File: config.mk
export PLATFORM = sky130hd
export DESIGN_NAME = io_instruction_sequencer
export DESIGN_NICKNAME = d
export VERILOG_FILES = /design/src/core/io_seq_pkg.sv /design/src/core/io_instruction_sequencer.sv
export VERILOG_INCLUDE_DIRS = /design/src /design/src/core
export SDC_FILE = /design/constraint.sdc
export NUM_CORES = 1
export LEC_CHECK = 0
export BUFFER_PORTS_ARGS = -buffer_cell sky130_fd_sc_hd__buf_2
export CAP_MARGIN = 30
export CORE_MARGIN = 8
export CORE_UTILIZATION = 50
export CTS_BUF_LIST = sky130_fd_sc_hd__clkbuf_8
export DETAILED_ROUTE_END_ITERATION = 12
export PLACE_DENSITY = 0.75
export SLEW_MARGIN = 20
export SYNTH_ARGS = -nofsm -noshare
export SYNTH_HDL_FRONTEND = slang
export SYNTH_SLANG_ARGS = --single-unit
File: constraint.sdc
create_clock -name clk_in -period 2.83 [get_ports clk_in]
set_input_delay 0.4245 -clock clk_in [delete_from_list [all_inputs] [get_ports clk_in]]
set_output_delay 0.4245 -clock clk_in [all_outputs]
set_load 0.05 [all_outputs]
File: src/core/io_seq_regs.svh
// Constants for the I/O instruction sequencer: opcodes, field layout, counts and timing.
`ifndef IO_SEQ_REGS_SVH
`define IO_SEQ_REGS_SVH
// ****************************************************************
// Instruction word layout
// ****************************************************************
`define OPC_MSB 11
`define OPC_LSB 8
`define DATA_MSB 7
`define DATA_LSB 0
// ****************************************************************
// Opcode encodings
// ****************************************************************
`define OPC_IDLE 4'h0
`define OPC_OUT_LOAD 4'h1
`define OPC_SH_FIRST 4'h2
`define OPC_SH_LAST 4'h6
`define OPC_MONITOR 4'h7
`define OPC_CONVERT 4'h8
`define OPC_RESTART 4'h9
`define OPC_IN_ADC 4'hA
`define OPC_IN_RCV 4'hB
`define OPC_LAI 4'hC
`define OPC_LMI 4'hD
`define OPC_LDA 4'hE
// ****************************************************************
// Counts, ALU code and timing
// ****************************************************************
`define WORD_BITS 4'hC
`define LAST_BIT 4'hB
`define ALU_PASS_B 5'h0A
`define ADC_CONV_NS 24000
`define CLK_PERIOD_NS 5
`endif

File: src/core/io_seq_pkg.sv
// Types shared by the I/O instruction sequencer.
package io_seq_pkg;
  // Sequencer phases.
  typedef enum logic [2:0] {ST_FETCH, ST_SHIFT, ST_SYNC, ST_STROBE, ST_ADVANCE} seq_state_t;
  // Shift-train destinations.
  typedef enum logic [2:0] {TR_NONE, TR_MON, TR_ADC, TR_RCV, TR_LAI, TR_LMI} train_t;
endpackage

File: src/core/io_instruction_sequencer.sv
// I/O instruction sequencer with instruction FIFO, decode and pulse trains.
//
// Behaviour
// - Idle instruction only advances program counter.
// - Output load copies accumulator to output register.
// - Codes two to six advance output address.
// - Output address decoded to one channel.
// - Monitor send gives twelve shift clocks.
// - Sync pulse after twelfth monitor clock.
// - Reset pulse after final message of iteration.
// - Convert issues one start pulse, no wait.
// - Program allows 24 microseconds per conversion.
// - Conversion done advances input counter.
// - Input counter decoded to thirty-two channels.
// - Restart clears input, output, program counters.
// - Converter input: serial mode, twelve bits LSB first.
// - Converter input steps four-bit select, strobes serializer.
// - Receiver input: two enables, twelve clocks.
// - Accumulator immediate steps three-bit memory select.
// - Multiplier immediate via mux two, twelve clocks.
// - Accumulator held zero during multiplier load.
// - Scratch address from instruction data field.
// - ALU set to pass B operand.
// - Parallel mode, scratch read, accumulator capture pulse.
`timescale 1ns/10ps
`default_nettype none
`include "io_seq_regs.svh"

// ****************************************************************
// Instruction FIFO
// ****************************************************************
// Small flip-flop FIFO; a full FIFO stalls the program memory fetch.
module io_seq_fifo #(
  parameter int WIDTH = 12,
  parameter int DEPTH = 8
) (
  input wire logic clk_in,
  input wire logic rst_n_in,
  input wire logic [WIDTH-1:0] wr_data_in,
  input wire logic wr_valid_in,
  output logic wr_ready_out,
  output logic [WIDTH-1:0] rd_data_out,
  output logic rd_valid_out,
  input wire logic rd_ready_in
);
  localparam int AW = (DEPTH > 1) ? $clog2(DEPTH) : 1;
  logic [WIDTH-1:0] mem_q [DEPTH];  // Storage words.
  logic [WIDTH-1:0] mem_d [DEPTH];
  logic [AW-1:0] wr_ptr_q, wr_ptr_d;  // Write index.
  logic [AW-1:0] rd_ptr_q, rd_ptr_d;  // Read index.
  logic [AW:0] count_q, count_d;  // Fill level.
  logic push, pop;

  assign wr_ready_out = (32'(count_q) < DEPTH);  // Refuses only when all DEPTH slots hold words.
  assign rd_valid_out = (count_q != '0);
  assign rd_data_out = mem_q[rd_ptr_q];
  assign push = wr_valid_in && wr_ready_out;
  assign pop = rd_valid_out && rd_ready_in;

  // Next-state computation for pointers, level and storage.
  always_comb
  begin
    mem_d = mem_q;
    wr_ptr_d = wr_ptr_q;
    rd_ptr_d = rd_ptr_q;
    count_d = count_q;
    if (push)
    begin
      mem_d[wr_ptr_q] = wr_data_in;
      wr_ptr_d = (32'(wr_ptr_q) == DEPTH - 1) ? '0 : wr_ptr_q + 1'b1;
    end
    if (pop)
    begin
      rd_ptr_d = (32'(rd_ptr_q) == DEPTH - 1) ? '0 : rd_ptr_q + 1'b1;
    end
    if (push && !pop)
    begin
      count_d = count_q + 1'b1;
    end
    else if (pop && !push)
    begin
      count_d = count_q - 1'b1;
    end
  end

  // Registering only.
  always_ff @(posedge clk_in or negedge rst_n_in)
  begin
    if (!rst_n_in)
    begin
      mem_q <= '{default: '0};
      wr_ptr_q <= '0;
      rd_ptr_q <= '0;
      count_q <= '0;
    end
    else
    begin
      mem_q <= mem_d;
      wr_ptr_q <= wr_ptr_d;
      rd_ptr_q <= rd_ptr_d;
      count_q <= count_d;
    end
  end
endmodule

// ****************************************************************
// Sequencer top
// ****************************************************************
module io_instruction_sequencer #(
  parameter int PC_W = 10,
  parameter int OUT_CH = 5,
  parameter int IN_CH = 32,
  parameter int FIFO_DEPTH = 8
) (
  input wire logic clk_in,
  input wire logic rst_n_in,
  input wire logic [11:0] instr_in,  // Word fetched from program memory.
  input wire logic instr_valid_in,
  output logic instr_ready_out,  // Back-pressure to the fetch logic.
  output logic [PC_W-1:0] pc_out,  // Program instruction counter.
  input wire logic [11:0] acc_in,  // Accumulator parallel output.
  output logic [11:0] dac_reg_out,  // D/A output register.
  output logic [OUT_CH-1:0] sh_select_out,  // Sample-and-hold one-hot select.
  output logic mon_shift_out,  // Monitor shift register clock.
  output logic ext_clk_out,  // Clock to off-engine receiver.
  output logic ext_sync_out,  // End-of-message pulse.
  output logic ext_reset_out,  // End-of-iteration pulse.
  input wire logic last_msg_in,  // Current message is the last this iteration.
  output logic adc_start_out,
  input wire logic adc_done_in,
  output logic [IN_CH-1:0] in_select_out,  // Input channel one-hot select.
  output logic acc_mode_n_out,  // Low selects serial shift-right input.
  output logic acc_parallel_n_out,  // Low selects parallel input.
  output logic acc_clk_out,
  output logic acc_clear_out,  // Holds accumulator at zero.
  output logic in_ser_strobe_out,
  output logic [3:0] in_ser_sel_out,
  output logic mux1_ser_en_out,  // Input serializer path.
  output logic mux1_rcv_en_out,  // Receiver paths, with second enable.
  output logic mux1_rcv_en2_out,
  output logic mux1_mem_en_out,
  output logic rcv_clk_out,
  output logic [2:0] mem_ser_sel_out,
  output logic mux2_mem_en_out,
  output logic mq_shift_right_out,
  output logic mq_clk_out,
  output logic [7:0] sp_addr_out,
  output logic sp_read_out,
  output logic [4:0] alu_func_out
);
  import io_seq_pkg::*;

  // Cycles a conversion needs; a program must space convert and read by this.
  localparam int ADC_CONV_CYC = `ADC_CONV_NS / `CLK_PERIOD_NS;

  logic [11:0] word;  // Head of the FIFO.
  logic word_valid, word_take;
  logic [3:0] opc;

  io_seq_fifo #(.WIDTH(12), .DEPTH(FIFO_DEPTH)) u_fifo (
    .clk_in(clk_in),
    .rst_n_in(rst_n_in),
    .wr_data_in(instr_in),
    .wr_valid_in(instr_valid_in),
    .wr_ready_out(instr_ready_out),
    .rd_data_out(word),
    .rd_valid_out(word_valid),
    .rd_ready_in(word_take)
  );
  assign opc = word[`OPC_MSB:`OPC_LSB];

  seq_state_t state_q, state_d;  // Sequencer phase.
  train_t train_q, train_d;  // Active shift train.
  logic [3:0] bit_q, bit_d;  // Bit index within the train.
  logic [PC_W-1:0] pc_q, pc_d;
  logic [$clog2(OUT_CH)-1:0] oaddr_q, oaddr_d;  // Output address counter.
  logic [4:0] iaddr_q, iaddr_d;  // Input counter.
  logic [11:0] dac_q, dac_d;
  logic [3:0] strobes_q, strobes_d;  // Registered single-cycle controls.
  logic [7:0] sp_q, sp_d;
  logic [4:0] alu_q, alu_d;
  logic last_q, last_d;  // Latched final-message flag.
  logic [3:0] mon_run_q, mon_run_d;  // Length of the running monitor train, for the checks.

  // Decode and sequence. Every instruction except restart, which returns straight to ST_FETCH,
  // passes through ST_ADVANCE, so the program counter moves only after its pulses are over.
  always_comb
  begin
    state_d = state_q;
    train_d = train_q;
    bit_d = bit_q;
    pc_d = pc_q;
    oaddr_d = oaddr_q;
    iaddr_d = iaddr_q;
    dac_d = dac_q;
    strobes_d = '0;
    sp_d = sp_q;
    alu_d = alu_q;
    last_d = last_q;
    word_take = 1'b0;
    mon_run_d = (state_q == ST_SHIFT && train_q == TR_MON) ? mon_run_q + 1'b1 : 4'h0;
    if (adc_done_in)
    begin
      iaddr_d = iaddr_q + 1'b1;
    end
    case (state_q)
      ST_FETCH:
      begin
        if (word_valid)
        begin
          word_take = 1'b1;
          bit_d = '0;
          state_d = ST_ADVANCE;
          if (opc == `OPC_OUT_LOAD)
          begin
            dac_d = acc_in;
          end
          else if (opc >= `OPC_SH_FIRST && opc <= `OPC_SH_LAST)
          begin
            oaddr_d = (32'(oaddr_q) == OUT_CH - 1) ? '0 : oaddr_q + 1'b1;
          end
          else if (opc == `OPC_MONITOR)
          begin
            train_d = TR_MON;
            last_d = last_msg_in;
            state_d = ST_SHIFT;
          end
          else if (opc == `OPC_CONVERT)
          begin
            strobes_d[0] = 1'b1;
          end
          else if (opc == `OPC_RESTART)
          begin
            iaddr_d = '0;
            oaddr_d = '0;
            state_d = ST_FETCH;
            pc_d = '0;
          end
          else if (opc >= `OPC_IN_ADC && opc <= `OPC_LMI)
          begin
            train_d = (opc == `OPC_IN_ADC) ? TR_ADC : (opc == `OPC_IN_RCV) ? TR_RCV :
                      (opc == `OPC_LAI) ? TR_LAI : TR_LMI;
            state_d = ST_SHIFT;
          end
          else if (opc == `OPC_LDA)
          begin
            sp_d = word[`DATA_MSB:`DATA_LSB];
            alu_d = `ALU_PASS_B;
            state_d = ST_STROBE;
          end
        end
      end
      ST_SHIFT:
      begin
        bit_d = bit_q + 1'b1;
        if (bit_q == `LAST_BIT)
        begin
          train_d = (train_q == TR_MON) ? TR_MON : TR_NONE;
          state_d = (train_q == TR_MON) ? ST_SYNC : ST_ADVANCE;
        end
      end
      ST_SYNC:
      begin
        strobes_d[1] = 1'b1;
        strobes_d[2] = last_q;
        train_d = TR_NONE;
        state_d = ST_ADVANCE;
      end
      ST_STROBE:
      begin
        strobes_d[3] = 1'b1;
        state_d = ST_ADVANCE;
      end
      ST_ADVANCE:
      begin
        pc_d = pc_q + 1'b1;
        state_d = ST_FETCH;
      end
      default:
      begin
        state_d = ST_FETCH;
      end
    endcase
  end

  // Registering only.
  always_ff @(posedge clk_in or negedge rst_n_in)
  begin
    if (!rst_n_in)
    begin
      state_q <= ST_FETCH;
      train_q <= TR_NONE;
      bit_q <= '0;
      pc_q <= '0;
      oaddr_q <= '0;
      iaddr_q <= '0;
      dac_q <= '0;
      strobes_q <= '0;
      sp_q <= '0;
      alu_q <= '0;
      last_q <= 1'b0;
      mon_run_q <= 4'h0;
    end
    else
    begin
      state_q <= state_d;
      train_q <= train_d;
      bit_q <= bit_d;
      pc_q <= pc_d;
      oaddr_q <= oaddr_d;
      iaddr_q <= iaddr_d;
      dac_q <= dac_d;
      strobes_q <= strobes_d;
      sp_q <= sp_d;
      alu_q <= alu_d;
      last_q <= last_d;
      mon_run_q <= mon_run_d;
    end
  end

  // ****************************************************************
  // Output decode
  // ****************************************************************
  // Shift controls are combinational from the phase; the clock lines pulse
  // once per ST_SHIFT cycle, which keeps the train exactly twelve long.
  logic shifting;
  assign shifting = (state_q == ST_SHIFT);
  assign pc_out = pc_q;
  assign dac_reg_out = dac_q;
  assign sh_select_out = OUT_CH'(1) << oaddr_q;
  assign in_select_out = IN_CH'(1) << iaddr_q;
  assign mon_shift_out = shifting && train_q == TR_MON;
  assign ext_clk_out = shifting && train_q == TR_MON;
  assign ext_sync_out = strobes_q[1];
  assign ext_reset_out = strobes_q[2];
  assign adc_start_out = strobes_q[0];
  assign acc_mode_n_out = !(shifting && (train_q == TR_ADC || train_q == TR_RCV ||
                          train_q == TR_LAI));
  assign acc_clk_out = (shifting && (train_q == TR_ADC || train_q == TR_RCV ||
                       train_q == TR_LAI)) || strobes_q[3];
  assign acc_clear_out = shifting && train_q == TR_LMI;
  assign in_ser_strobe_out = shifting && train_q == TR_ADC;
  assign in_ser_sel_out = (shifting && train_q == TR_ADC) ? bit_q : 4'h0;
  assign mux1_ser_en_out = shifting && train_q == TR_ADC;
  assign mux1_rcv_en_out = shifting && train_q == TR_RCV;
  assign mux1_rcv_en2_out = shifting && train_q == TR_RCV;
  assign rcv_clk_out = shifting && train_q == TR_RCV;
  assign mux1_mem_en_out = shifting && train_q == TR_LAI;
  assign mem_ser_sel_out = (shifting && (train_q == TR_LAI || train_q == TR_LMI)) ?
                           bit_q[2:0] : 3'h0;
  assign mux2_mem_en_out = shifting && train_q == TR_LMI;
  assign mq_shift_right_out = shifting && train_q == TR_LMI;
  assign mq_clk_out = shifting && train_q == TR_LMI;
  assign acc_parallel_n_out = !(state_q == ST_STROBE || strobes_q[3]);
  assign sp_read_out = (state_q == ST_STROBE) || strobes_q[3];
  assign sp_addr_out = sp_q;
  assign alu_func_out = alu_q;

  // ****************************************************************
  // Assertions
  // ****************************************************************
  // The run counter replaces a long repetition: a train must stop after exactly
  // twelve clocks, and the second check catches one that never stops.
  property p_train_len;
    @(posedge clk_in) disable iff (!rst_n_in)
    $fell(mon_shift_out) |-> mon_run_q == `WORD_BITS;
  endproperty
  a_train_len: assert property (p_train_len) else $error("Monitor train not 12.");
  property p_train_cap;
    @(posedge clk_in) disable iff (!rst_n_in)
    mon_shift_out |-> mon_run_q < `WORD_BITS;
  endproperty
  a_train_cap: assert property (p_train_cap) else $error("Monitor train too long.");
  property p_sync_after;
    @(posedge clk_in) disable iff (!rst_n_in)
    $fell(mon_shift_out) |-> ##1 ext_sync_out;
  endproperty
  a_sync_after: assert property (p_sync_after) else $error("No sync after train.");

  property p_reset_with_sync;
    @(posedge clk_in) disable iff (!rst_n_in)
    ext_reset_out |-> ext_sync_out;
  endproperty
  a_reset_with_sync: assert property (p_reset_with_sync) else $error("Reset without sync.");

  property p_start_one;
    @(posedge clk_in) disable iff (!rst_n_in)
    adc_start_out |=> !adc_start_out;
  endproperty
  a_start_one: assert property (p_start_one) else $error("Start pulse too long.");

  property p_in_count;
    @(posedge clk_in) disable iff (!rst_n_in)
    (adc_done_in && !(state_q == ST_FETCH && word_valid && opc == `OPC_RESTART)) |=>
      in_select_out == ($past(in_select_out) << 1 |
      ($past(in_select_out[IN_CH-1]) ? IN_CH'(1) : '0));
  endproperty
  a_in_count: assert property (p_in_count) else $error("Input counter not advanced.");

  property p_no_pc_in_train;
    @(posedge clk_in) disable iff (!rst_n_in)
    shifting |=> $stable(pc_q);
  endproperty
  a_no_pc_in_train: assert property (p_no_pc_in_train) else $error("PC moved mid train.");

  property p_acc_zero;
    @(posedge clk_in) disable iff (!rst_n_in)
    mq_clk_out |-> acc_clear_out && !acc_clk_out && mux2_mem_en_out;
  endproperty
  a_acc_zero: assert property (p_acc_zero) else $error("Accumulator not held zero.");

  property p_lda_pulse;
    @(posedge clk_in) disable iff (!rst_n_in)
    (state_q == ST_STROBE) |=> acc_clk_out && !acc_parallel_n_out && sp_read_out &&
      alu_func_out == `ALU_PASS_B;
  endproperty
  a_lda_pulse: assert property (p_lda_pulse) else $error("Scratch load pulse missing.");

  property p_one_hot_out;
    @(posedge clk_in) disable iff (!rst_n_in)
    $onehot(sh_select_out) && $onehot(in_select_out);
  endproperty
  a_one_hot_out: assert property (p_one_hot_out) else $error("Select not one-hot.");
endmodule
`default_nettype wire

==> flow_summary_export.csv, run 1 <==
group,metric,value,unit
detailed_routing,drcViolationCount,0,
clocking,clock_sinks,160,
sta,max_slew_margin,0.498,
global_routing,grt_pass1_wl,28300,um
sta,finalSetupViolCount,0,
worst_hold_path,min_path_type,"in2reg",
synthesis,yosysUniqueCellTypes,47,
floorplanning,die_y,142,um
synthesis,synth_commonest_cells,"dfrtp_1, mux2_2, nand2_1",
global_routing,grt.overflow.total,0,
detailed_routing,wl,17500,um
floorplanning,die_area,0.0201,sq mm
synthesis,yosys_warnings,0,
synthesis,avgSynthCellArea,12.4,sq um
run,drv_cap,0,
synthesis,synth_most_common_cell,"dfrtp_1",
clocking,cts_buffers,17,
sta,maxSlewViolCount,0,
worst_setup_path,cpMaxStageDelayCell,"mux4_1",
synthesis,ys_seq_elements,160,
sta,tightest_slew,0.751,ns
clocking,htreeDepth,4,
floorplanning,rows,46,
worst_setup_path,start_kind,"flip-flop",
placed_design,dpl-instance-area,0.00881,sq mm
worst_setup_path,end_kind,"flip-flop",
layout,fin_nets,821,
sta,finalHoldViolCount,0,
floorplanning,initial_core_util,0.504,
detailed_routing,dr_total_vias,5435,
floorplanning,pin_count,128,
global_routing,grt_max_degree,72,
placed_design,io_buffers,124,
worst_setup_path,cp_data_required_time,3.16,ns
sta,min_period,2.70,ns
detailed_routing,first_pass_iters,4,
synthesis,yosys.area.top_type,"dfrtp_1",
power,leakagePower,4.46,nW
synthesis,synth_area,0.00789,sq mm
synthesis,netlist.area_leader.share,0.507,
clocking,path_clk_slew,0.09,ns
sta,fin_crit_sh,0.952,
layout,fin_area,0.00929,sq mm
layout,drive_gt1_frac,0.421,
worst_setup_path,slowest_delay,0.63,ns
power,design_power_total,11.6,mW
placed_design,dpl.cell_count,967,
synthesis,synth_edf_count,0,
sta,skew,0.0170,ns
layout,fill_cells,1247,
detailed_routing,dr.first_iter.drc_count,305,
clocking,postCtsSetupBuffers,0,
worst_setup_path,crit_type,"reg2reg",
synthesis,synth-main-ff-cell,"dfrtp_1",
clocking,insertion_delay,0.45,ns
clocking,cts_tree,"done",
worst_setup_path,cpMostUsedCell,"buf_4",
sta,timing.setup.tns,0,ns
sta,rsz0062_at_grt,"no",
global_routing,grt_antenna_before_repair,2,
placed_design,dp_hpwl,12700,um
sta,worst_slack,0.134,ns
power,p_per_area,1250,mW/mm^2
worst_setup_path,cp.arrival,3.03,ns
layout,area_delta_synth_final,17.8,%
clocking,cts-root-buf,"clkbuf_8",
worst_setup_path,cp_max_fo,13,
placed_design,pre_cts_slack,0.129,ns
clocking,clockBufferDepth,2,
synthesis,synthTopCellsByArea,"dfrtp_1, mux2_2, mux4_2",
worst_setup_path,path_buf_inv,2,
global_routing,grt_usage,0.177,
power,ir_worst_vdd,0.599,mV
outcome,status,"complete, no violations",
placed_design,gp_congestion,0.894,
synthesis,async_flop_share,1.00,
global_routing,grt_pass1_vias,5695,
floorplanning,die_w,142,um
worst_setup_path,crit_chain,"buf_4 > mux4_1 > mux2i_4 > buf_4 > nor2_1 > a21oi_1 > a31oi_1 > mux2_2",
sta,fmax,371,MHz
floorplanning,coreArea,0.0157,sq mm
worst_setup_path,crit_family,"multiplexers",
synthesis,syn_inst,638,
synthesis,yosysSeqAreaShare,0.507,
detailed_routing,ant_nets,0,
layout,stdcell_count,1001,
detailed_routing,routed_via_density,5.43,
detailed_routing,wl_per_cell,17.5,um
[cell families (layout without fill, tap and decap cells)]
| kind of cell | count (synthesis) | in the layout | synth area share |
|---|---|---|---|
| other cells | 1 | 4 | 0.000475 |
| flops | 160 | 160 | 0.507 |
| simple gates | 183 | 183 | 0.115 |
| xor+xnor | 8 | 8 | 0.00888 |
| buf+inv | 54 | 198 | 0.0330 |
| mux | 156 | 156 | 0.258 |
| fa+ha+maj | 21 | 21 | 0.0343 |
| compound gates | 55 | 55 | 0.0425 |
[timing repair]
item	CTS	global route
endpoints found under the setup margin	4	9
hold buffers	1	0
hold endpoints to repair	65	0
gates resized for setup	1	2
cloned	0	0
[layer usage]
metal  up-vias  GRT usage  share of wire  wire [um]
met5         -          0        0.00046          8
met4         2     0.0605          0.017        301
met1      2747      0.204           0.41       7110
met3        24     0.0460          0.062       1090
li1       2524          -              -          -
met2       138      0.312           0.51       8960
[final timing paths]
check	slack, ns	to	depth (start not counted)	from
worst max-delay path	0.13	train_q[2]	8	u_fifo.rd_ptr_q[1]
worst min-delay path	0.21	dac_reg_out[4]	2	acc_in[4]
worst max register to register	0.13	train_q[2]	8	u_fifo.rd_ptr_q[1]
worst min register to register	0.48	strobes_q[2]	1	last_q
max in group asynchronous	1.56	pc_out[1]	3	rst_n_in
min in group asynchronous	0.56	u_fifo.mem_q[7]	2	rst_n_in
[through the flow]
stage / util / hold slack, ns
final: 0.594 / 0.208
after global routing: 0.594 / 0.190
after CTS: 0.593 / 0.172
after detailed placement: 0.563 / 0.465
after global placement: 0.563 / 0.460
after floorplan: - / 0.129
[worst register-to-register path: stages, from the launching register on]
cell and delay [ns]:
dfrtp_1 0.48, buf_4 0.28, mux4_1 0.64, mux2i_4 0.25, buf_4 0.19, nor2_1 0.06, a21oi_1 0.20, a31oi_1 0.19
mux2_2 0.31
[where the power goes]
group	internal, mW	leakage (nW)	switching [mW]	total (mW)
Combinational	2.49	2.23	3.31	5.80
Sequential	3.25	2.02	0.700	3.95
Clock	1.01	0.222	0.829	1.84
[flip-flops by register name (all words and copies together), names as in the netlist, 3 cells and up]
register	flops
u_fifo.rd_ptr_q	3
u_fifo.mem_q	96
strobes_q	4
bit_q	4
iaddr_q	5
train_q	3
pc_out	10
oaddr_q	3
dac_reg_out	12
sp_addr_out	8
u_fifo.wr_ptr_q	3
u_fifo.count_q	4
state_q	3
[cells in the final DEF, fill, tap and decap left out, types with 9 or more instances in the layout]
cell type	netlist	layout
dfrtp_1	160	160
buf_2	7	123
mux2_2	119	119
nand2_1	50	50
nor2_1	44	44
buf_4	11	25
mux4_2	21	21
o21ai_0	21	21
ha_1	20	20
clkbuf_8	0	19
nor3_1	17	17
inv_1	14	16
a21oi_1	14	14
and2_1	13	13
mux2i_1	11	11
nand3_1	11	11
nand2b_1	9	9
[cell type report]
cell class / instances / area [sq um] / area share
Antenna cell: 1 / 2.50 / 0.000269
Timing Repair Buffer: 152 / 865 / 0.0930
Sequential cell: 160 / 4000 / 0.431
Multi-Input combinational cell: 426 / 3650 / 0.393
Clock inverter: 13 / 185 / 0.0199
Clock buffer: 19 / 262 / 0.0281
Tap cell: 216 / 270 / 0.0291
Inverter: 14 / 52.6 / 0.00565
Note: power is estimated with default switching activity, not from simulation.
==> run 2: changes to the inputs <==
- SETUP_SLACK_MARGIN: not set -> 0.2
==> run 2 against run 1 <==
Against the previous run: final cell count up 0.40%; clock skew down 0.0041 ns; total power up 0.81%; critical path type unchanged; largest power group unchanged.
==> flow_summary_export.csv, run 2 (synthesis gave the netlist of run 1 again) <==
group,metric,value,unit
worst_setup_path,ff2ff_setup_slack,0.27,ns
power,internal_power,6.68,mW
global_routing,grt_pass1_vias,5674,
worst_setup_path,r2r-start,"u_fifo.rd_ptr_q[1]",
placed_design,dp_hpwl,12600,um
clocking,cts_buffers,17,
layout,mostFrequentLayoutCells,"dfrtp_1, buf_2, mux2_2, nand2_1, nor2_1",
clocking,clockBufferDepth,2,
clocking,cts_tree,"done",
sta,timing.setup.tns,0,ns
worst_setup_path,end_kind,"flip-flop",
worst_setup_path,start_kind,"flip-flop",
clocking,path_clk_slew,0.09,ns
worst_setup_path,cpMaxStageDelayCell,"mux4_1",
outcome,status,"complete, no violations",
detailed_routing,wl,17600,um
layout,area_delta_synth_final,18.5,%
worst_setup_path,worst-r2r-cell-count,7,
power,switching_share,0.428,
power,p_per_area,1250,mW/mm^2
sta,finalHoldViolCount,0,
detailed_routing,first_pass_iters,4,
power,p_seq_frac,0.341,
detailed_routing,dr.first_iter.drc_count,362,
sta,min_period,2.56,ns
worst_setup_path,cp_num_cells,7,
worst_setup_path,startpoint,"u_fifo.rd_ptr_q[1]",
layout,mostFrequentLayoutCell,"dfrtp_1",
clocking,clock_sinks,160,
sta,maxSlewViolCount,0,
worst_setup_path,cp_max_fo,7,
global_routing,grt_antenna_before_repair,3,
global_routing,grt_max_degree,66,
layout,fin_util,0.597,
clocking,insertion_delay,0.46,ns
global_routing,grt_pass1_wl,28800,um
power,power.share.clock,0.150,
placed_design,gp_congestion,0.924,
sta,max_slew_margin,0.497,
floorplanning,die_w,142,um
power,ir_worst_vdd,0.507,mV
detailed_routing,wl_per_cell,17.5,um
worst_setup_path,slowest_delay,0.60,ns
floorplanning,initial_core_util,0.504,
worst_setup_path,crit_family,"multiplexers",
floorplanning,coreArea,0.0157,sq mm
layout,regMostFlops,"u_fifo.mem_q",
worst_hold_path,hold_depth,2,
clocking,cts-root-buf,"clkbuf_8",
worst_setup_path,crit_chain,"mux4_1 > mux2_4 > nor3_4 > a31oi_4 > buf_12 > or4_1 > nand2_1",
layout,fill_cells,1255,
sta,tightest_slew,0.753,ns
worst_setup_path,cp.arrival,2.95,ns
sta,finalSetupViolCount,0,
worst_setup_path,crit_type,"reg2reg",
worst_setup_path,path_buf_inv,1,
sta,fin_crit_sh,0.905,
power,leakagePower,4.48,nW
detailed_routing,drcViolationCount,0,
worst_hold_path,holdPathEnd,"dac_reg_out[10]",
detailed_routing,dr_total_vias,5428,
sta,skew,0.0129,ns
power,p_switching,5.00,mW
sta,fmax,390,MHz
floorplanning,rows,46,
layout,largest_reg_flops,96,
global_routing,grt_usage,0.181,
placed_design,io_buffers,124,
worst_setup_path,cp_data_required_time,3.22,ns
power,p_comb_frac,0.509,
worst_hold_path,min_from,"acc_in[10]",
layout,register_area,0.00401,sq mm
run,drv_cap,0,
layout,multi_input_area,0.00368,sq mm
worst_hold_path,min_path_type,"in2reg",
worst_setup_path,r2r_end,"pc_out[7]",
detailed_routing,ant_nets,0,
clocking,htreeDepth,4,
floorplanning,die_y,142,um
sta,rsz0062_at_grt,"yes",
global_routing,grt.overflow.total,0,
layout,drive_gt1_frac,0.442,
detailed_routing,routed_via_density,5.40,
floorplanning,die_area,0.0201,sq mm
layout,fin_nets,825,
floorplanning,pin_count,128,
## run 2: cell count changes in the layout (fill, tap and decap cells not counted), sizes merged
cell,change
clkinvlp,-3
inv,+5
clkinv,+1
buf,+3
bufinv,-2
## run 2: layout make-up
cell class / count / share of cell area
inverters: 14 / 0.00562
diodes: 1 / 0.000268
flip-flops and latches: 160 / 0.429
repair buffers: 156 / 0.0981
well taps: 216 / 0.0289
clock inverters: 14 / 0.0178
clock buffers: 18 / 0.0265
multi-input cells: 426 / 0.394
## run 2: repair_timing
item,CTS,global route
pin swaps,0,3
setup buffers,0,3
resized for setup,8,12
hold endpoints to repair,62,0
hold buffers,1,0
endpoints found under the setup margin,22,11
## run 2: per-stage QoR
| step | setup slack (ns) | power [mW] | cells | hold slack, ns | area (sq um) |
|---|---|---|---|---|---|
| after floorplan | 0.247 | 8.33 | 640 | 0.129 | 7910 |
| after global placement | 0.192 | 9.48 | 968 | 0.439 | 8830 |
| after detailed placement | 0.123 | 9.81 | 968 | 0.455 | 8830 |
| after CTS | 0.211 | 11.6 | 1001 | 0.163 | 9280 |
| after global routing | 0.181 | 12.4 | 1005 | 0.169 | 9350 |
| final | 0.268 | 11.7 | 1005 | 0.203 | 9350 |
## run 2: worst max path at each step
stage	slack, ns	end
2_1_floorplan	0.25	u_fifo.count_q[3]
3_3_place_gp	0.19	pc_out[8]
3_5_place_dp	0.12	dac_reg_out[4]
4_1_cts	0.21	pc_out[8]
5_1_grt	0.18	pc_out[7]
6_report	0.27	pc_out[7]
## run 2: power by group through the flow
stage / Combinational, mW / Sequential [mW] / Clock, mW
2_1_floorplan: 4.04 / 4.29 / 0
3_3_place_gp: 5.55 / 3.92 / 0
3_5_place_dp: 5.80 / 4.01 / 0
4_1_cts: 5.86 / 3.97 / 1.80
5_1_grt: 6.40 / 4.13 / 1.90
6_report: 5.95 / 3.98 / 1.76
## run 2: per-layer routing
| metal | global-route usage | wire length, um | share of wire |
|---|---|---|---|
| met5 | 0 | 21 | 0.0012 |
| met4 | 0.0718 | 313 | 0.018 |
| met3 | 0.0548 | 1210 | 0.069 |
| met2 | 0.306 | 8920 | 0.51 |
| met1 | 0.211 | 7170 | 0.41 |
